[src/hw/adc_ctrl_defines.vh]
/*
 constants for the converter control block: register offsets, field positions,
 reset values and timing counts. assumes inclusion by bare name.
*/
`ifndef ADC_CTRL_DEFINES_VH
`define ADC_CTRL_DEFINES_VH
// ----------------------------------------
// register byte offsets
// ----------------------------------------
`define OFS_CONTROL_A 12'h000
`define OFS_CONTROL_B 12'h004
`define OFS_SAMPLE_A 12'h008
`define OFS_SAMPLE_B 12'h00c
`define OFS_STATUS 12'h010
`define OFS_RESULT 12'h014
`define OFS_CONV_IN 12'h018
// ----------------------------------------
// control a fields
// ----------------------------------------
`define CA_OVR_IE 0
`define CA_RES_LO 1
`define CA_RES_HI 2
`define CA_CHAN_LO 3
`define CA_CHAN_HI 6
// ----------------------------------------
// control b fields
// ----------------------------------------
`define CB_ENABLE 0
`define CB_XFER_EN 1
`define CB_EOC_MODE 2
`define CB_ALIGN 3
`define CB_SW_START 4
`define CB_EDGE_LO 5
`define CB_EDGE_HI 6
`define CB_SRC_LO 7
`define CB_SRC_HI 10
// ----------------------------------------
// status fields
// ----------------------------------------
`define ST_EOC 0
`define ST_OVR 1
`define ST_BUSY 2
// ----------------------------------------
// codes and reset values
// ----------------------------------------
`define EDGE_OFF 2'h0
`define EDGE_RISE 2'h1
`define EDGE_FALL 2'h2
`define EDGE_BOTH 2'h3
`define RES_12 2'h0
`define RES_10 2'h1
`define RES_8 2'h2
`define RES_6 2'h3
`define SRC_RSV_A 4'hc
`define SRC_RSV_B 4'hd
`define RST_REG 32'h00000000
`define MIN_SAMPLE 5'h02
`endif

[src/hw/trig_sync.v]
/*
 three-stage synchroniser with agreement test for one trigger line.
 assumes the input is asynchronous to clock_i.
*/
`timescale 1ns/1ps
`default_nettype none
module trig_sync (
  input wire clock_i, // block clock
  input wire rst_n_i, // async reset, low
  input wire ce_i, // clock enable
  input wire async_i, // raw trigger line
  output reg level_o // settled level
);
  reg s1_q;
  reg s2_q;
  reg s3_q;
  // ----------------------------------------
  // sync chain, level moves when stages agree
  // ----------------------------------------
  always @(posedge clock_i or negedge rst_n_i) begin
    if (!rst_n_i) begin
      s1_q <= 1'b0;
      s2_q <= 1'b0;
      s3_q <= 1'b0;
      level_o <= 1'b0;
    end else if (ce_i) begin
      s1_q <= async_i;
      s2_q <= s1_q;
      s3_q <= s2_q;
      if (s2_q == s3_q) begin
        level_o <= s3_q;
      end
    end
  end
endmodule
`default_nettype wire

[src/hw/adc_result_trigger_overflow_ctrl.v]
/*
 converter control: result alignment, per-channel sample time, trigger edge and
 source, transfer requests, overrun stall. axi4-lite slave for registers.
 assumes the analog core supplies a result through conv_data_i, a request
 consumer pulses xfer_ack_i on reading, and triggers are asynchronous pins.
*/
// Functional notes
// - right align zero fills upper bits
// - left align 12/10/8 in half-word
// - left align 6-bit into bits 7:2
// - per channel 3-bit sample time field
// - conversion takes sample plus resolution cycles
// - edge field: off, rise, fall, both
// - 4-bit source select, two codes reserved
// - selection change never fires trigger
// - request transfer at sequence end
// - overrun checked only with xfer or eoc-mode
// - result done while previous unread sets overrun, new result dropped
// - overrun irq when flag and enable
// - overrun resets conversion state machine
// - no conversions until overrun cleared
// - disabled converter held reset, triggers ignored
// - store result, set eoc, write-0 clears
// - resolution sets approximation cycle count
`timescale 1ns/1ps
`default_nettype none
`include "adc_ctrl_defines.vh"
module adc_result_trigger_overflow_ctrl #(
  parameter ADDR_W = 12
) (
  input wire clock_i, // 250 MHz block clock
  input wire rst_n_i, // async reset, low
  input wire ce_i, // clock enable
  input wire [ADDR_W-1:0] s_axi_awaddr, // write address
  input wire s_axi_awvalid, // write address valid
  output reg s_axi_awready, // write address ready
  input wire [31:0] s_axi_wdata, // write data
  input wire [3:0] s_axi_wstrb, // write strobes
  input wire s_axi_wvalid, // write data valid
  output reg s_axi_wready, // write data ready
  output reg [1:0] s_axi_bresp, // write response
  output reg s_axi_bvalid, // write response valid
  input wire s_axi_bready, // write response ready
  input wire [ADDR_W-1:0] s_axi_araddr, // read address
  input wire s_axi_arvalid, // read address valid
  output reg s_axi_arready, // read address ready
  output reg [31:0] s_axi_rdata, // read data
  output reg [1:0] s_axi_rresp, // read response
  output reg s_axi_rvalid, // read valid
  input wire s_axi_rready, // read ready
  input wire [15:0] trig_i, // trigger pins by source code
  input wire [11:0] conv_data_i, // raw converter result
  input wire xfer_ack_i, // consumer read result, pulse
  output reg [15:0] result_o, // aligned result word
  output reg xfer_req_o, // transfer request level
  output reg overrun_irq_o, // overrun interrupt
  output reg sampling_o // sample switch closed
);
  localparam ST_IDLE = 3'b001;
  localparam ST_SAMPLE = 3'b010;
  localparam ST_CONVERT = 3'b100;
  reg [31:0] control_a_q, control_b_q, sample_a_q, sample_b_q;
  reg eoc_q, ovr_q, unread_q;
  reg [2:0] state_q;
  reg [4:0] count_q;
  reg trig_prev_q, aw_hold_q, w_hold_q;
  reg [3:0] src_prev_q;
  reg [1:0] edge_prev_q;
  reg [ADDR_W-1:0] aw_addr_q;
  reg [31:0] w_data_q;
  reg [3:0] w_strb_q;
  wire [15:0] trig_lvl;
  wire [1:0] res_sel = control_a_q[`CA_RES_HI:`CA_RES_LO];
  wire [3:0] chan_sel = control_a_q[`CA_CHAN_HI:`CA_CHAN_LO];
  wire enable = control_b_q[`CB_ENABLE];
  wire xfer_en = control_b_q[`CB_XFER_EN];
  wire eoc_mode = control_b_q[`CB_EOC_MODE];
  wire align_left_select = control_b_q[`CB_ALIGN];
  wire [1:0] seq_trigger_edge_sel = control_b_q[`CB_EDGE_HI:`CB_EDGE_LO];
  wire [3:0] seq_trigger_source_sel = control_b_q[`CB_SRC_HI:`CB_SRC_LO];
  // ----------------------------------------
  // trigger synchronisers, one per source
  // ----------------------------------------
  genvar gi;
  generate
    for (gi = 0; gi < 16; gi = gi + 1) begin : g_sync
      trig_sync u_sync (
        .clock_i(clock_i), .rst_n_i(rst_n_i), .ce_i(ce_i),
        .async_i(trig_i[gi]), .level_o(trig_lvl[gi])
      );
    end
  endgenerate
  // ----------------------------------------
  // source select and edge detect
  // ----------------------------------------
  // reserved codes read as a quiet line
  wire src_rsv = (seq_trigger_source_sel == `SRC_RSV_A) ||
    (seq_trigger_source_sel == `SRC_RSV_B);
  wire trig_now = src_rsv ? 1'b0 : trig_lvl[seq_trigger_source_sel];
  // a selection change masks the compare for one cycle
  wire sel_moved = (src_prev_q != seq_trigger_source_sel) ||
    (edge_prev_q != seq_trigger_edge_sel);
  reg edge_hit;
  always @* begin
    edge_hit = 1'b0;
    case (seq_trigger_edge_sel)
      `EDGE_RISE: edge_hit = trig_now & ~trig_prev_q;
      `EDGE_FALL: edge_hit = ~trig_now & trig_prev_q;
      `EDGE_BOTH: edge_hit = trig_now ^ trig_prev_q;
      default: edge_hit = 1'b0;
    endcase
  end
  wire trig_pulse = edge_hit & ~sel_moved;
  // ----------------------------------------
  // per-channel sample time and cycle counts
  // ----------------------------------------
  wire [63:0] samp_all = {sample_b_q, sample_a_q};
  wire [2:0] samp_code = samp_all[{chan_sel, 2'b00} +: 3];
  wire [4:0] samp_cycles = `MIN_SAMPLE + {2'b00, samp_code};
  reg [4:0] conv_cycles;
  always @* begin
    case (res_sel)
      `RES_12: conv_cycles = 5'h0c;
      `RES_10: conv_cycles = 5'h0a;
      `RES_8: conv_cycles = 5'h08;
      default: conv_cycles = 5'h06;
    endcase
  end
  // ----------------------------------------
  // result alignment
  // ----------------------------------------
  reg [15:0] aligned;
  always @* begin
    aligned = 16'h0000;
    case (res_sel)
      `RES_12: aligned = align_left_select ? {conv_data_i, 4'h0} :
        {4'h0, conv_data_i};
      `RES_10: aligned = align_left_select ? {conv_data_i[9:0], 6'h00} :
        {6'h00, conv_data_i[9:0]};
      `RES_8: aligned = align_left_select ? {conv_data_i[7:0], 8'h00} :
        {8'h00, conv_data_i[7:0]};
      default: aligned = align_left_select ? {8'h00, conv_data_i[5:0], 2'b00} :
        {10'h000, conv_data_i[5:0]};
    endcase
  end
  // ----------------------------------------
  // axi write capture and decode
  // ----------------------------------------
  wire do_write = aw_hold_q & w_hold_q & ~s_axi_bvalid;
  wire wr_hit_a = do_write & (aw_addr_q == `OFS_CONTROL_A);
  wire wr_hit_b = do_write & (aw_addr_q == `OFS_CONTROL_B);
  wire wr_hit_sa = do_write & (aw_addr_q == `OFS_SAMPLE_A);
  wire wr_hit_sb = do_write & (aw_addr_q == `OFS_SAMPLE_B);
  wire wr_hit_st = do_write & (aw_addr_q == `OFS_STATUS);
  wire wr_known = wr_hit_a | wr_hit_b | wr_hit_sa | wr_hit_sb | wr_hit_st;
  wire sw_start_wr = wr_hit_b & w_strb_q[0] & w_data_q[`CB_SW_START];
  function [31:0] merge;
    input [31:0] old_v;
    input [31:0] new_v;
    input [3:0] strb;
    integer k;
    begin
      merge = old_v;
      for (k = 0; k < 4; k = k + 1) begin
        if (strb[k]) begin
          merge[k*8 +: 8] = new_v[k*8 +: 8];
        end
      end
    end
  endfunction
  // software clears eoc or overrun by writing 0 to the bit
  wire clr_eoc = wr_hit_st & w_strb_q[0] & ~w_data_q[`ST_EOC];
  wire clr_ovr = wr_hit_st & w_strb_q[0] & ~w_data_q[`ST_OVR];
  // ----------------------------------------
  // conversion sequencing
  // ----------------------------------------
  wire start_req = enable & ~ovr_q & (trig_pulse | sw_start_wr);
  wire conv_done = (state_q == ST_CONVERT) && (count_q == 5'h01);
  wire ovr_check = xfer_en | eoc_mode;
  wire ovr_event = conv_done & ovr_check & unread_q & ~xfer_ack_i;
  always @(posedge clock_i or negedge rst_n_i) begin
    if (!rst_n_i) begin
      state_q <= ST_IDLE;
      count_q <= 5'h00;
      sampling_o <= 1'b0;
    end else if (ce_i) begin
      if (!enable || ovr_event) begin
        state_q <= ST_IDLE;
        count_q <= 5'h00;
        sampling_o <= 1'b0;
      end else begin
        case (state_q)
          ST_IDLE: begin
            if (start_req) begin
              state_q <= ST_SAMPLE;
              count_q <= samp_cycles;
              sampling_o <= 1'b1;
            end
          end
          ST_SAMPLE: begin
            if (count_q == 5'h01) begin
              state_q <= ST_CONVERT;
              count_q <= conv_cycles;
              sampling_o <= 1'b0;
            end else begin
              count_q <= count_q - 5'h01;
            end
          end
          ST_CONVERT: begin
            if (count_q == 5'h01) begin
              state_q <= ST_IDLE;
              count_q <= 5'h00;
            end else begin
              count_q <= count_q - 5'h01;
            end
          end
          default: begin
            state_q <= ST_IDLE;
            count_q <= 5'h00;
            sampling_o <= 1'b0;
          end
        endcase
      end
    end
  end
  // ----------------------------------------
  // result, flags, request, interrupt
  // ----------------------------------------
  wire rd_result = s_axi_arvalid & s_axi_arready & (s_axi_araddr == `OFS_RESULT);
  wire result_taken = xfer_ack_i | rd_result;
  always @(posedge clock_i or negedge rst_n_i) begin
    if (!rst_n_i) begin
      result_o <= 16'h0000;
      eoc_q <= 1'b0;
      ovr_q <= 1'b0;
      unread_q <= 1'b0;
      xfer_req_o <= 1'b0;
      overrun_irq_o <= 1'b0;
    end else if (ce_i) begin
      // set wins over a clear in the same cycle
      if (conv_done && !ovr_event) begin
        result_o <= aligned;
        eoc_q <= 1'b1;
      end else if (clr_eoc) begin
        eoc_q <= 1'b0;
      end
      if (ovr_event) begin
        ovr_q <= 1'b1;
      end else if (clr_ovr) begin
        ovr_q <= 1'b0;
      end
      if (conv_done && !ovr_event) begin
        unread_q <= 1'b1;
      end else if (result_taken || !enable) begin
        unread_q <= 1'b0;
      end
      // request held until the consumer reads the result
      if (conv_done && !ovr_event && xfer_en) begin
        xfer_req_o <= 1'b1;
      end else if (xfer_ack_i || !xfer_en) begin
        xfer_req_o <= 1'b0;
      end
      overrun_irq_o <= (ovr_q | ovr_event) & control_a_q[`CA_OVR_IE];
    end
  end
  // ----------------------------------------
  // register file and axi write channel
  // ----------------------------------------
  always @(posedge clock_i or negedge rst_n_i) begin
    if (!rst_n_i) begin
      control_a_q <= `RST_REG;
      control_b_q <= `RST_REG;
      sample_a_q <= `RST_REG;
      sample_b_q <= `RST_REG;
      aw_hold_q <= 1'b0;
      w_hold_q <= 1'b0;
      aw_addr_q <= {ADDR_W{1'b0}};
      w_data_q <= 32'h00000000;
      w_strb_q <= 4'h0;
      s_axi_awready <= 1'b1;
      s_axi_wready <= 1'b1;
      s_axi_bvalid <= 1'b0;
      s_axi_bresp <= 2'b00;
      trig_prev_q <= 1'b0;
      src_prev_q <= 4'h0;
      edge_prev_q <= 2'h0;
    end else if (ce_i) begin
      trig_prev_q <= trig_now;
      src_prev_q <= seq_trigger_source_sel;
      edge_prev_q <= seq_trigger_edge_sel;
      if (s_axi_awvalid && s_axi_awready) begin
        aw_hold_q <= 1'b1;
        aw_addr_q <= s_axi_awaddr;
        s_axi_awready <= 1'b0;
      end
      if (s_axi_wvalid && s_axi_wready) begin
        w_hold_q <= 1'b1;
        w_data_q <= s_axi_wdata;
        w_strb_q <= s_axi_wstrb;
        s_axi_wready <= 1'b0;
      end
      if (do_write) begin
        s_axi_bvalid <= 1'b1;
        s_axi_bresp <= wr_known ? 2'b00 : 2'b10;
        aw_hold_q <= 1'b0;
        w_hold_q <= 1'b0;
        if (wr_hit_a) control_a_q <= merge(control_a_q, w_data_q, w_strb_q) & 32'h0000007f;
        if (wr_hit_b) begin
          // start bit is a strobe, never stored
          control_b_q <= merge(control_b_q, w_data_q, w_strb_q) & 32'h000007ef;
        end
        if (wr_hit_sa) sample_a_q <= merge(sample_a_q, w_data_q, w_strb_q) & 32'h77777777;
        if (wr_hit_sb) sample_b_q <= merge(sample_b_q, w_data_q, w_strb_q) & 32'h77777777;
      end
      if (s_axi_bvalid && s_axi_bready) begin
        s_axi_bvalid <= 1'b0;
        s_axi_awready <= 1'b1;
        s_axi_wready <= 1'b1;
      end
    end
  end
  // ----------------------------------------
  // axi read channel
  // ----------------------------------------
  reg [31:0] rd_mux;
  reg rd_known;
  always @* begin
    rd_mux = 32'h00000000;
    rd_known = 1'b1;
    case (s_axi_araddr)
      `OFS_CONTROL_A: rd_mux = control_a_q;
      `OFS_CONTROL_B: rd_mux = control_b_q;
      `OFS_SAMPLE_A: rd_mux = sample_a_q;
      `OFS_SAMPLE_B: rd_mux = sample_b_q;
      `OFS_STATUS: rd_mux = {29'h00000000, ~state_q[0], ovr_q, eoc_q};
      `OFS_RESULT: rd_mux = {16'h0000, result_o};
      `OFS_CONV_IN: rd_mux = {20'h00000, conv_data_i};
      default: rd_known = 1'b0;
    endcase
  end
  always @(posedge clock_i or negedge rst_n_i) begin
    if (!rst_n_i) begin
      s_axi_arready <= 1'b1;
      s_axi_rvalid <= 1'b0;
      s_axi_rdata <= 32'h00000000;
      s_axi_rresp <= 2'b00;
    end else if (ce_i) begin
      if (s_axi_arvalid && s_axi_arready) begin
        s_axi_arready <= 1'b0;
        s_axi_rvalid <= 1'b1;
        s_axi_rdata <= rd_mux;
        s_axi_rresp <= rd_known ? 2'b00 : 2'b10;
      end else if (s_axi_rvalid && s_axi_rready) begin
        s_axi_rvalid <= 1'b0;
        s_axi_arready <= 1'b1;
      end
    end
  end
endmodule
`default_nettype wire

[config.mk]
export PLATFORM = sky130hd
export DESIGN_NAME = adc_result_trigger_overflow_ctrl
export DESIGN_NICKNAME = d
export VERILOG_FILES = /design/src/hw/trig_sync.v /design/src/hw/adc_result_trigger_overflow_ctrl.v
export VERILOG_INCLUDE_DIRS = /design/src /design/src/hw
export SDC_FILE = /design/constraint.sdc
export NUM_CORES = 1
export LEC_CHECK = 0
export BUFFER_PORTS_ARGS = -buffer_cell sky130_fd_sc_hd__buf_2
export CELL_PAD_IN_SITES_DETAIL_PLACEMENT = 1
export CELL_PAD_IN_SITES_GLOBAL_PLACEMENT = 2
export CORE_ASPECT_RATIO = 1.1
export CORE_MARGIN = 1.5
export CORE_UTILIZATION = 38
export DETAILED_ROUTE_END_ITERATION = 7
export GPL_TIMING_DRIVEN = 0
export PLACE_DENSITY = 0.8
export SLEW_MARGIN = 15
export SYNTH_ARGS = -nofsm -noshare
export SYNTH_HDL_FRONTEND = slang
export SYNTH_SLANG_ARGS = --single-unit
[constraint.sdc]
create_clock -name clock_i -period 3.7 [get_ports clock_i]
set_input_delay 0.37 -clock clock_i [delete_from_list [all_inputs] [get_ports clock_i]]
set_output_delay 0.37 -clock clock_i [all_outputs]
set_load 0.05 [all_outputs]
# Yosys cells after proc, flatten, opt, wreduce, memory -nomap -nowiden
# Index checks and enable logic that the tools add are counted.
dict set report totals {
  word_cells 313
  register_bits 256
}
dict set report classes {
  n_bitwise 41
  mux 50
  addsub 2
  n_eq_ne 43
  order_cmp 1
  reduce_logical 75
  n_shift 1
}
# operator n
set ops {}
lappend ops {{$pmux 31 s7} 1}
lappend ops {{$reduce_and 2->1} 32}
lappend ops {{$shiftx 64x7->3} 1}
lappend ops {{$reduce_and 4->1} 13}
lappend ops {{$eq 12x4->1 const B} 4}
lappend ops {{$eq 12x5->1 const B} 4}
lappend ops {{$mux 16} 3}
lappend ops {{$pmux 16 s3} 1}
lappend ops {{$mux 1} 28}
lappend ops {{$eq 12x3->1 const B} 2}
lappend ops {{$logic_not 12->1} 2}
lappend ops {{$and 1x1->1} 23}
lappend ops {{$mux 5} 4}
lappend ops {{$reduce_bool 2->1} 10}
lappend ops {{$eq 1x1->1} 16}
lappend ops {{$pmux 5 s3} 1}
lappend ops {{$mux 3} 4}
lappend ops {{$pmux 4 s3} 1}
lappend ops {{$not 1->1} 9}
lappend ops {{$pmux 3 s3} 1}
lappend ops {{$eq 4x4->1 const B} 2}
lappend ops {{$logic_and 1x1->1} 8}
lappend ops {{$mux 8} 1}
lappend ops {{$or 1x1->1} 8}
lappend ops {{other kinds (22)} 34}

# Depth between registers and ports, before layout
# Gate-level depths: netlist (run 1).
dict set report depth {
  depth_word 12
  ltp_mapped 14
  ltp_nobuf 12
}

# By module
# A second synthesis (run 1) with hierarchy kept.
dict set report unflattened {
  hier_cells 914
  area_unflattened_um2 11190.7
}
# mod n_inst cells_each seq_area_each_um2 area_each_um2
set by_module_without_submodules {}
lappend by_module_without_submodules {adc_result_trigger_overflow_ctrl 1 774 4534.3 9001.1}
lappend by_module_without_submodules {trig_sync 14 10 100.1 156.4}

# Worst setup path before layout (run 1)
# No wires, ideal clock.
dict set report synth_path {
  kind {reg2reg}
  startpoint {register control_b_q[7]}
  endpoint {register count_q[0]}
  path_stages_with_launch 13
  setup_ns 0.125
  setup_slack_ns 0.878
  arrival_time_ns 2.697
  required_time_ns 3.575
  synth_period_minus_slack_ns 2.822
  cell_sequence {dfrtp_1 -> buf_4 -> mux4_2 -> nor2b_1 -> a211oi_1 -> a21oi_1 -> ha_1 -> mux2i_1 -> a31oi_1 -> nor3_4 -> or2_1 -> buf_4 -> mux2_4}
}
dict set report synth_via {
  elab_chain_cells 11
  elab_cells_between_ends 19
  cone_classes {4 x eq/ne; 4 x mux; 8 x bitwise; 3 x reduce/logical}
}
# element line_no
set synth_lines {}
lappend synth_lines {{start: declaration} adc_result_trigger_overflow_ctrl.v:62} ;# reg [31:0] control_a_q, control_b_q, sample_a_q, sample_b_q;
lappend synth_lines {{start signal: assignment} adc_result_trigger_overflow_ctrl.v:272} ;# control_b_q <= `RST_REG;
lappend synth_lines {{start signal: assignment} adc_result_trigger_overflow_ctrl.v:310} ;# control_b_q <= merge(control_b_q, w_data_q, w_strb_q) & 32'h000007ef;
lappend synth_lines {{$bmux 1 s4 or $eq 4x4->1 (tied branches)} -}
lappend synth_lines {{$mux 1 (not written as such) or $logic_or 1x1->1 (tied branches)} {adc_result_trigger_overflow_ctrl.v:99, adc_result_trigger_overflow_ctrl.v:97}}
lappend synth_lines {{$mux 1 (*)} adc_result_trigger_overflow_ctrl.v:99} ;# wire trig_now = src_rsv ? 1'b0 : trig_lvl[seq_trigger_source_sel];
lappend synth_lines {{net trig_now} adc_result_trigger_overflow_ctrl.v:99}
lappend synth_lines {{$not 1->1} adc_result_trigger_overflow_ctrl.v:108} ;# `EDGE_FALL: edge_hit = ~trig_now & trig_prev_q;
lappend synth_lines {{$and 1x1->1} adc_result_trigger_overflow_ctrl.v:108}
lappend synth_lines {{$pmux 1 s3 (*)} adc_result_trigger_overflow_ctrl.v:106} ;# case (seq_trigger_edge_sel)
lappend synth_lines {{$and 1x1->1 (*)} adc_result_trigger_overflow_ctrl.v:113} ;# wire trig_pulse = edge_hit & ~sel_moved;
lappend synth_lines {{$or 1x1->1 (*)} adc_result_trigger_overflow_ctrl.v:177} ;# wire start_req = enable & ~ovr_q & (trig_pulse | sw_start_wr);
lappend synth_lines {{$and 1x1->1 (*)} adc_result_trigger_overflow_ctrl.v:177}
lappend synth_lines {{$ne 3x3->1 (no line) (*)} -}
lappend synth_lines {{$reduce_and 2->1 (no line) (*)} -}
lappend synth_lines {{end signal: assignment} adc_result_trigger_overflow_ctrl.v:196} ;# count_q <= samp_cycles;
lappend synth_lines {{end signal: assignment} adc_result_trigger_overflow_ctrl.v:203} ;# count_q <= conv_cycles;
lappend synth_lines {{end signal: assignment} adc_result_trigger_overflow_ctrl.v:206} ;# count_q <= count_q - 5'h01;
lappend synth_lines {{end: declaration} adc_result_trigger_overflow_ctrl.v:65} ;# reg [4:0] count_q;
# The timed path passes the listed nets; every way through them passes the cells marked *. The select of a mux whose other input is x is not followed.
# A chain may end at the register's enable or synchronous reset.

# Worst setup path after layout (run 1)
# Ends and elaborated chain as after synthesis.

==> results of run 1 <==
-- Yosys cell counts, types with 5 or more instances --
| library cell | instances |
|---|---|
| a21oi_1 | 44 |
| a222oi_1 | 12 |
| a22o_1 | 8 |
| a22oi_1 | 16 |
| a31oi_1 | 8 |
| a32o_1 | 5 |
| a32oi_1 | 6 |
| buf_1 | 8 |
| buf_4 | 8 |
| clkbuf_1 | 39 |
| dfrtp_1 | 233 |
| ha_1 | 9 |
| inv_1 | 28 |
| mux2_2 | 141 |
| mux2i_1 | 18 |
| mux4_2 | 18 |
| nand2_1 | 94 |
| nand2b_1 | 15 |
| nand3_1 | 10 |
| nor2_1 | 21 |
| nor2b_1 | 6 |
| nor3_1 | 16 |
| o21ai_0 | 87 |
| o22ai_1 | 6 |
| o2bb2ai_1 | 5 |
| o32ai_1 | 5 |
| xnor2_1 | 5 |
-- sequential cells by signal, summed over array words and instances, names as in the netlist, 2 cells and up --
register               cells
g_sync.u_sync.s3_q        14
result_o                  16
control_a_q                7
count_q                    5
w_strb_q                   4
sample_a_q                24
w_data_q                  26
g_sync.u_sync.s2_q        14
state_q                    3
src_prev_q                 4
sample_b_q                24
g_sync.u_sync.s1_q        14
edge_prev_q                2
control_b_q               10
aw_addr_q                 12
g_sync.u_sync.level_o     14
s_axi_rdata               28
-- worst max path at each step --
stage	end
4_1_cts	count_q[0]
3_3_place_gp	w_data_q[24]
5_1_grt	count_q[1]
3_5_place_dp	count_q[0]
2_1_floorplan	count_q[0]
6_report	count_q[0]
-- layer usage --
layer | track usage, % | share of wire (%) | up-vias
met1 | 28.78 | 45 | 4198
met4 | 4.829 | 2.0 | 2
met5 | 0 | 0.038 | -
met2 | 35.05 | 48 | 202
li1 | - | - | 3775
met3 | 3.553 | 5.0 | 49
-- where the power goes --
part	internal, mW	switching, mW
clock	1.65	1.04
sequential	2.77	0.130
combinational	0.356	0.514
-- layout by cell type, fill, tap and decap left out, types with 4 or more instances in the layout --
cell type  count
a31oi_1        8
conb_1         6
nand2b_1      15
nor3_1        16
o32ai_1        5
nor2_1        21
a32o_1         5
dfrtp_1      233
o22ai_1        6
a22o_1         8
o21ai_0       87
mux2i_1       18
nor2b_1        6
clkbuf_16     27
buf_2        145
inv_1         28
xnor2_1        5
buf_4          8
a21oi_1       44
o21ai_1        4
a22oi_1       16
buf_1          8
mux4_2        18
mux2_2       141
nand3_1       10
clkbuf_1      47
a32oi_1        6
a222oi_1      12
ha_1           9
o31ai_1        4
dfstp_2        4
clkbuf_8       5
nand2_1       94
o2bb2ai_1      5
-- area by class of cell --
class	instances	area (sq um)
Clock buffer	40	774.5
Buffer	60	261.5
Clock inverter	7	120.1
Timing Repair Buffer	146	813.3
Tap cell	368	460.4
Sequential cell	237	5936
Fill cell	3102	15370
Inverter	28	105.1
Multi-Input combinational cell	613	4782
-- worst max-delay path, stage by stage (launching register included) --
cell and delay, ps:
dfrtp_1 320, buf_4 200, mux4_2 540, nor2b_1 150, a211oi_1 230, a21oi_1 110, ha_1 310, mux2i_1 150
a31oi_1 140, nor3_4 410, or2_1 170, buf_4 150, mux2_4 300
-- stage by stage --
stage / std cells / util (%) / setup WS, ps
2_1_floorplan: 938 / - / 877.9
3_3_place_gp: 1448 / 42.81 / -2058
3_5_place_dp: 1451 / 43.13 / 425.3
4_1_cts: 1499 / 46.29 / 416.8
5_1_grt: 1499 / 46.29 / 186.2
6_report: 1499 / 46.29 / 398.8
-- cells by family after synthesis --
| group | share of synthesized area [%] |
|---|---|
| fa+ha+maj | 1.018 |
| xor+xnor | 0.4749 |
| other cells | 0.03389 |
| simple gates | 8.503 |
| buf+inv | 3.313 |
| compound gates | 13.11 |
| mux | 19.91 |
| flops | 53.64 |
-- repair_timing --
item | 4_1_cts | 5_1_grt
hold buffers | 1 | 0
buffers inserted | 0 | 0
endpoints found under the hold margin | 96 | 0
==> results.sh, run 1 <==
export IMPL_status="finished clean"
export IMPL_finalMaxSlewViolations=0
export IMPL_required_ps=4120
export IMPL_row_count=65
export IMPL_min_path_type="in2reg"
export IMPL_min_path_cells=2
export IMPL_clk_insertion_delay_late_ps=530
export IMPL_final_nets=1218
export IMPL_p_leak_nw=6.257
export IMPL_wirelength_mm=31.40
export IMPL_ys_seq_elements=237
export IMPL_hold_slack_ps=53.88
export IMPL_syn_avg_cell_area_sq_um=11.86
export IMPL_synth_top_area_share_pct=52.69
export IMPL_setup_violations=0
export IMPL_crit_fanout=10
export IMPL_synth_area_leader_cell="dfrtp_1"
export IMPL_drv_cap=0
export IMPL_yosys_cell_types_count=62
export IMPL_worstSetupEndpointType="register"
export IMPL_cts_tree="done"
export IMPL_rr_worst_depth=12
export IMPL_grt_start_max_net_pins=101
export IMPL_core_sq_um=28630
export IMPL_fmax_ghz=0.3029
export IMPL_place_congestion=0.8277
export IMPL_post_cts_resized=0
export IMPL_path_clk_slew_ps=60
export IMPL_track_usage_pct=21.05
export IMPL_post_route_drc_count=0
export IMPL_clock_path_buffers=3
export IMPL_portBuffers=142
export IMPL_netlist_area_sq_um=11070
export IMPL_finClkSkew_ps=10.66
export IMPL_ys_flop_type="dfrtp_1"
export IMPL_peakVddDrop_mv=0.3314
export IMPL_worstPathArrival_ps=3720
export IMPL_layout_min_cycle_time_ps=3301
export IMPL_r2r_start="control_b_q[7]"
export IMPL_grt_overflow=0
export IMPL_synth_edf_count=0
export IMPL_worst_setup_path_start_kind="register"
export IMPL_initialDrtViolationCount=492
export IMPL_finalHoldViolCount=0
export IMPL_cts_max_level=1
export IMPL_drtAntennaViolNets=0
export IMPL_synth_area_leaders="dfrtp_1 53%, mux2_2 14%, o21ai_0 3.9%"
export IMPL_min_to="s_axi_arready"
export IMPL_pwr_density_cell_nw_per_um2=487.1
export IMPL_clock_sinks=237
export IMPL_root_buffer="clkbuf_16"
export IMPL_dp_hpwl_mm=23.49
export IMPL_synthToLayoutAreaGrowth_pct=19.76
export IMPL_r2r_end="count_q[0]"
export IMPL_holdCritStartpoint="s_axi_arvalid"
export IMPL_dieHeight_microns=182.0
export IMPL_rrSetupSlack_ps=400
export IMPL_first_pass_iters=5
export IMPL_finalSetupTns_ps=0
export IMPL_postLayoutCellArea_sq_um=13250
export IMPL_crit_start="control_b_q[7]"
export IMPL_critical_path_class="reg2reg"
export IMPL_syn_inst=933
export IMPL_dieArea_sq_um=30150
export IMPL_ioPinCount=157
export IMPL_wl_per_cell_microns=20.95
export IMPL_grt_setup_unrepaired="no"
export IMPL_antenna_found_initial=1
export IMPL_start_util_pct=38.65
export IMPL_antenna_cells=0
export IMPL_grt_pass1_wl_mm=50.62
export IMPL_drive_gt1_share_pct=32.98
export IMPL_first_global_vias=8750
export IMPL_vias=8226
export IMPL_worst_pin_slew_ps=807.8
export IMPL_post_dp_cell_area_sq_um=12350
export IMPL_synth_seq_area_share_pct=53.64
export IMPL_synthArstFlopShare_pct=100.0
export IMPL_drt_vias_per_instance=5.488
export IMPL_relSlewSlack_pct=45.96
export IMPL_synth_warnings=0
export IMPL_cts_buffers=26
export IMPL_total_power_mw=6.456
export IMPL_fin_crit_sh_pct=89.22
export IMPL_die_w_microns=165.7
No activity file was read; power rests on OpenSTA's default activity.
==> inputs of run 2 (changes only) <==
--- a/config.mk
+++ b/config.mk
@@ -7,14 +7,13 @@
 export NUM_CORES = 1
 export LEC_CHECK = 0
 export BUFFER_PORTS_ARGS = -buffer_cell sky130_fd_sc_hd__buf_2
-export CELL_PAD_IN_SITES_DETAIL_PLACEMENT = 1
-export CELL_PAD_IN_SITES_GLOBAL_PLACEMENT = 2
 export CORE_ASPECT_RATIO = 1.1
-export CORE_MARGIN = 1.5
-export CORE_UTILIZATION = 38
+export CORE_MARGIN = 2
+export CORE_UTILIZATION = 40
+export CTS_CLUSTER_DIAMETER = 80
 export DETAILED_ROUTE_END_ITERATION = 7
 export GPL_TIMING_DRIVEN = 0
-export PLACE_DENSITY = 0.8
+export PLACE_DENSITY = 0.6
 export SLEW_MARGIN = 15
 export SYNTH_ARGS = -nofsm -noshare
 export SYNTH_HDL_FRONTEND = slang
==> run 2 against run 1 <==
Compared with the run above: die area is 3.8% lower; cell count decreased by 0.93%; total power fell by 5.5%; sequential power hardly changed; flip-flop and latch count is the same; critical path type unchanged; sequential share of layout area rose by 0.54 points; utilization increased by 2.0 points; hold slack better by 12 ps; largest power group unchanged; highest routed layer unchanged; final area shrank 1.2%; critical path depth unchanged; worst setup slack better by 130 ps; via count shrank 1.0%.
==> results.sh, run 2 (synthesis gave the netlist of run 1 again) <==
export IMPL_start_util_pct=40.81
export IMPL_dp_hpwl_mm=21.42
export IMPL_antenna_found_initial=2
export IMPL_r2r_end="count_q[0]"
export IMPL_dieArea_sq_um=29010
export IMPL_cts_tree="done"
export IMPL_path_clk_slew_ps=60
export IMPL_worstSetupEndpointType="register"
export IMPL_finalHoldViolCount=0
export IMPL_worstPathArrival_ps=3570
export IMPL_clock_path_buffers=3
export IMPL_critPathMostFrequentCell="buf_4"
export IMPL_finalSetupTns_ps=0
export IMPL_final_nets=1215
export IMPL_clock_sinks=237
export IMPL_critical_path_class="reg2reg"
export IMPL_pwr_density_cell_nw_per_um2=465.8
export IMPL_fin_cells=1485
export IMPL_initialDrtViolationCount=538
export IMPL_clk_insertion_delay_late_ps=520
export IMPL_crit_chain="buf_4 > mux4_2 > nor2b_1 > a211oi_1 > a21oi_1 > ha_1 > mux2i_1 > a31oi_1 > nor3_4 > or2_1 > buf_4 > mux2_4"
export IMPL_rr_worst_depth=12
export IMPL_wl_per_cell_microns=19.21
export IMPL_first_global_vias=8002
export IMPL_p_switching_mw=1.622
export IMPL_first_pass_iters=6
export IMPL_post_cts_resized=0
export IMPL_max_stage_delay_ps=540
export IMPL_wirelength_mm=28.53
export IMPL_cellInternalPower_mw=4.478
export IMPL_portBuffers=142
export IMPL_min_path_type="in2reg"
export IMPL_track_usage_pct=19.88
export IMPL_worst_setup_path_start_kind="register"
export IMPL_clockPowerShare_pct=38.8
export IMPL_worst_pin_slew_ps=775.7
export IMPL_status="finished clean"
export IMPL_combPwrFrac_pct=13.8
export IMPL_min_to="s_axi_arready"
export IMPL_drtAntennaViolNets=0
export IMPL_holdCritStartpoint="s_axi_arvalid"
export IMPL_layout_min_cycle_time_ps=3169
export IMPL_cp_slowest_cell="mux4_2"
export IMPL_dp_cells=1439
export IMPL_grt_setup_unrepaired="no"
export IMPL_fill_cells=2528
export IMPL_grt_pass1_wl_mm=45.13
export IMPL_vias=8142
export IMPL_largest_register_ffs=28
export IMPL_reg_largest_list="s_axi_rdata: 28 flops, w_data_q: 26 flops"
export IMPL_layout_common_cells="233 x dfrtp_1, 145 x buf_2, 141 x mux2_2"
export IMPL_setup_violations=0
export IMPL_switching_share_pct=26.58
export IMPL_top_register="s_axi_rdata"
export IMPL_synthToLayoutAreaGrowth_pct=18.33
export IMPL_core_sq_um=27120
export IMPL_peakVddDrop_mv=0.3314
export IMPL_total_power_mw=6.100
export IMPL_rrSetupSlack_ps=530
export IMPL_fmax_ghz=0.3155
export IMPL_ioPinCount=157
export IMPL_grt_overflow=0
export IMPL_row_count=63
export IMPL_hold_buffers=1
export IMPL_p_seq_share_pct=47.4
export IMPL_r2r_start="control_b_q[7]"
export IMPL_final_common_cell="dfrtp_1"
export IMPL_relSlewSlack_pct=48.29
export IMPL_required_ps=4100
export IMPL_place_congestion=0.8901
export IMPL_cts_buffers=24
export IMPL_drt_vias_per_instance=5.483
export IMPL_finalMaxSlewViolations=0
export IMPL_fin_crit_sh_pct=85.66
export IMPL_die_w_microns=162.6
export IMPL_final_core_util_pct=48.29
export IMPL_drive_gt1_share_pct=33.01
export IMPL_dieHeight_microns=178.4
export IMPL_postLayoutCellArea_sq_um=13090
export IMPL_post_route_drc_count=0
export IMPL_cts_setup_buffers=0
export IMPL_cts_max_level=1
export IMPL_crit_fanout=10
export IMPL_min_path_cells=2
export IMPL_p_leak_nw=6.188
export IMPL_post_dp_cell_area_sq_um=12310
export IMPL_drv_cap=0
export IMPL_grt_start_max_net_pins=105
export IMPL_finClkSkew_ps=8.816
export IMPL_root_buffer="clkbuf_16"
run 2: changes by cell type in the layout (fill, tap and decap cells not counted), sizes merged, moves of 2 or more:
cell / delta
bufinv: -3
clkbuf: -4
clkinv: +3
clkinvlp: +2
run 2: routing by layer:
layer	GRT usage (%)	up-vias	share of wire, %
met5	0	-	0.084
met4	4.683	4	1.8
met3	3.627	40	6.0
met2	31.77	234	46
met1	28.28	4092	46
li1	-	3772	-
run 2: how the worst max path moves through the flow:
stage                        start         endpoint  slack [ps]  depth (start not counted)
finish              control_b_q[7]       count_q[0]         530                         12
CTS                 control_b_q[7]       count_q[0]         510                         12
floorplan           control_b_q[7]       count_q[0]         880                         12
global placement           rst_n_i  s_axi_rdata[22]       -2040                          1
detailed placement  control_b_q[7]       count_q[0]         530                         12
global route        control_b_q[7]       count_q[1]         310                         12
run 2: area by class of cell:
type / instances / area [sq um] / area share [%]
Multi-Input combinational cell: 613 / 4782 / 36.52
Inverter: 28 / 105.1 / 0.8027
Clock inverter: 8 / 47.55 / 0.3631
Tap cell: 357 / 446.7 / 3.411
Antenna cell: 1 / 2.502 / 0.01911
Clock buffer: 36 / 726.9 / 5.552
Sequential cell: 237 / 5936 / 45.33
Timing Repair Buffer: 145 / 785.8 / 6.001
Buffer: 60 / 261.5 / 1.997
run 2: critical path, delay by kind of cell (launching register included):
kind	cells	cell delay [ps]
and+or+nand+nor	3	650
buffers and inverters	2	350
muxes	3	970
DFF	1	320
adders and majority gates	1	310
AOI/OAI and AO/OA	3	450
run 2: power groups by stage:
stage                     Clock (mW)  Combinational (mW)  Sequential, mW
after floorplan                    0               0.552            2.93
after CTS                       2.42               0.846            2.89
after global placement             0               0.821            2.93
final                           2.37               0.840            2.89
after detailed placement           0               0.842            2.93
after global routing            2.53               0.954            2.91
run 2: metrics by stage:
| step | hold slack, ps | setup slack, ps |
|---|---|---|
| finish | 66.28 | 530.6 |
| global route | 55.66 | 309.1 |
| CTS | 54.40 | 507.9 |
| detailed placement | 306.1 | 531.3 |
| global placement | 458.9 | -2038 |
| floorplan | 74.41 | 877.9 |
==> inputs of run 3 (changes only) <==
--- a/config.mk
+++ b/config.mk
@@ -8,12 +8,11 @@
 export LEC_CHECK = 0
 export BUFFER_PORTS_ARGS = -buffer_cell sky130_fd_sc_hd__buf_2
 export CORE_ASPECT_RATIO = 1.1
-export CORE_MARGIN = 2
 export CORE_UTILIZATION = 40
 export CTS_CLUSTER_DIAMETER = 80
 export DETAILED_ROUTE_END_ITERATION = 7
 export GPL_TIMING_DRIVEN = 0
-export PLACE_DENSITY = 0.6
+export PLACE_DENSITY = 0.62
 export SLEW_MARGIN = 15
 export SYNTH_ARGS = -nofsm -noshare
 export SYNTH_HDL_FRONTEND = slang
==> constraint.sdc (replaced) <==
create_clock -name clock_i -period 2.57 [get_ports clock_i]
set_input_delay 0.257 -clock clock_i [delete_from_list [all_inputs] [get_ports clock_i]]
set_output_delay 0.257 -clock clock_i [all_outputs]
set_load 0.05 [all_outputs]
==> run 3 against run 2 <==
Compared with the run above: the run now ends with setup timing left; critical path type unchanged; sequential share of layout area decreased by 2.5 points; via count increased by 2.0%; register-to-register slack got worse by 780 ps; clock power increased by 65%; count of clock-buffer cells in the layout decreased by 1; combinational power increased by 56%; routed wire length increased by 3.2%; worst setup slack got worse by 780 ps; global-route usage increased by 1.2 points; first-iteration DRC count increased by 3.2%; critical path depth unchanged.
==> results.sh, run 3 (synthesis gave the netlist of run 1 again) <==
export IMPL_worst_setup_path_start_kind="register"
export IMPL_portBuffers=142
export IMPL_top_register="s_axi_rdata"
export IMPL_total_power_mw=9.398
export IMPL_drt_vias_per_instance=5.380
export IMPL_critical_path_class="reg2reg"
export IMPL_wirelength_mm=29.45
export IMPL_worstPathArrival_ps=3220
export IMPL_antenna_found_initial=1
export IMPL_core_sq_um=27040
export IMPL_drtAntennaViolNets=0
export IMPL_reg_largest_list="s_axi_rdata: 28 flops, w_data_q: 26 flops"
export IMPL_start_util_pct=40.93
export IMPL_grt_setup_unrepaired="yes"
export IMPL_dp_hpwl_mm=21.31
export IMPL_finalMaxSlewViolations=0
export IMPL_fin_cells=1544
export IMPL_final_core_util_pct=51.21
export IMPL_initialDrtViolationCount=555
export IMPL_first_pass_iters=8
export IMPL_final_common_cell="dfrtp_1"
export IMPL_place_ws_ps=-564.9
export IMPL_ioPinCount=157
export IMPL_clk_insertion_delay_late_ps=520
export IMPL_post_route_drc_count=0
export IMPL_layout_min_cycle_time_ps=2823
export IMPL_dieHeight_microns=176.4
export IMPL_drive_gt1_share_pct=32.29
export IMPL_failed_checks="setup timing"
export IMPL_largest_register_ffs=28
export IMPL_grt_pass1_wl_mm=46.92
export IMPL_fin_crit_sh_pct=109.9
export IMPL_final_nets=1274
export IMPL_relSlewSlack_pct=50.74
export IMPL_grt_start_max_net_pins=97
export IMPL_track_usage_pct=21.12
export IMPL_layout_common_cells="233 x dfrtp_1, 144 x buf_2, 141 x mux2_2"
export IMPL_dieArea_sq_um=28330
export IMPL_cts_buffers=25
export IMPL_fmax_ghz=0.3542
export IMPL_peakVddDrop_mv=0.4667
export IMPL_cts_tree="done"
export IMPL_worstSetupEndpointType="register"
export IMPL_finClkSkew_ps=15.03
export IMPL_row_count=63
export IMPL_first_global_vias=8424
export IMPL_grt_overflow=0
export IMPL_root_buffer="clkbuf_16"
export IMPL_finalHoldViolCount=0
export IMPL_p_leak_nw=6.523
export IMPL_wl_per_cell_microns=19.07
export IMPL_die_w_microns=160.6
export IMPL_clock_path_buffers=3
export IMPL_synthToLayoutAreaGrowth_pct=25.14
export IMPL_setup_violations=9
export IMPL_worst_pin_slew_ps=734.9
export IMPL_status="finished, violations left"
export IMPL_dp_cells=1439
export IMPL_min_path_type="in2reg"
export IMPL_crit_fanout=5
export IMPL_vias=8306
export IMPL_required_ps=2970
export IMPL_drv_cap=0
export IMPL_hold_slack_ps=16.17
export IMPL_clock_sinks=237
export IMPL_place_congestion=0.8871
export IMPL_cts_max_level=1
export IMPL_fill_cells=2404
export IMPL_pwr_density_cell_nw_per_um2=678.7
export IMPL_path_clk_slew_ps=60
export IMPL_worst_slack_ps=-253.4
[run 3: changes by cell type in the layout (fill, tap and decap cells not counted), sizes merged]
cell         change
bufinv           +4
buf              +3
clkbuf           -2
dlygate4sd3     +56
inv              +1
clkinvlp         -3
[run 3: path summary, 6_finish.rpt]
path	slack [ps]	end	depth (start not counted)	startpoint
setup / recovery	-250	count_q[1]	12	control_b_q[7]
hold / removal	20	w_data_q[1]	2	s_axi_wdata[1]
setup reg to reg	-250	count_q[1]	12	control_b_q[7]
hold reg to reg	470	s_axi_rdata[21]	2	s_axi_rdata[21]
max in group asynchronous	1060	s_axi_rdata[20]	4	rst_n_i
min in group asynchronous	290	aw_addr_q[10]	2	rst_n_i
[run 3: cell type report]
cell class,instances,area [sq um],area share [%]
well taps,357,446.7,3.226
repair buffers,204,1373,9.912
plain buffers,59,267.8,1.934
inverters,28,105.1,0.7590
clock inverters,10,160.2,1.157
diodes,1,2.502,0.01807
flip-flops and latches,237,5936,42.87
multi-input cells,613,4813,34.76
clock buffers,35,743.2,5.367
[run 3: report_power, final]
part           internal [mW]  switching, mW  leakage (nW)
clock                   2.42           1.50         0.450
sequential              3.98          0.187          3.16
combinational          0.581          0.727          2.92
[run 3: per-layer routing]
metal / up-vias / share of wire (%) / global-route usage (%)
met1: 4141 / 45 / 28.89
met3: 46 / 5.0 / 3.030
met5: - / 0 / 0
met2: 222 / 47 / 34.97
met4: 0 / 2.3 / 5.952
li1: 3897 / - / -
[run 3: worst max-delay path, stage by stage (launching register included)]
cell,delay (ps)
dfrtp_1,340
buf_6,130
buf_4,130
mux4_2,480
a21oi_1,190
a21oi_2,100
ha_1,290
mux2i_1,170
a31oi_2,130
nor3_4,190
or2_1,140
buf_6,130
mux2_4,290
[run 3: metrics by stage]
| stage | cell area (sq um) | TNS [ps] |
|---|---|---|
| 2_1_floorplan | 11090 | -795.6 |
| 3_3_place_gp | 12250 | -701690 |
| 3_5_place_dp | 12310 | -3374 |
| 4_1_cts | 13810 | -1973 |
| 5_1_grt | 13840 | -2769 |
| 6_report | 13850 | -1550 |
[run 3: repair_timing]
| action | CTS | global route |
|---|---|---|
| hold buffers | 57 | 0 |
| endpoints found under the hold margin | 121 | 0 |
| cloned | 0 | 0 |
| pin swaps | 5 | 1 |
| gates resized for setup | 1 | 7 |
| setup buffers | 3 | 0 |
| setup endpoints to repair | 9 | 27 |
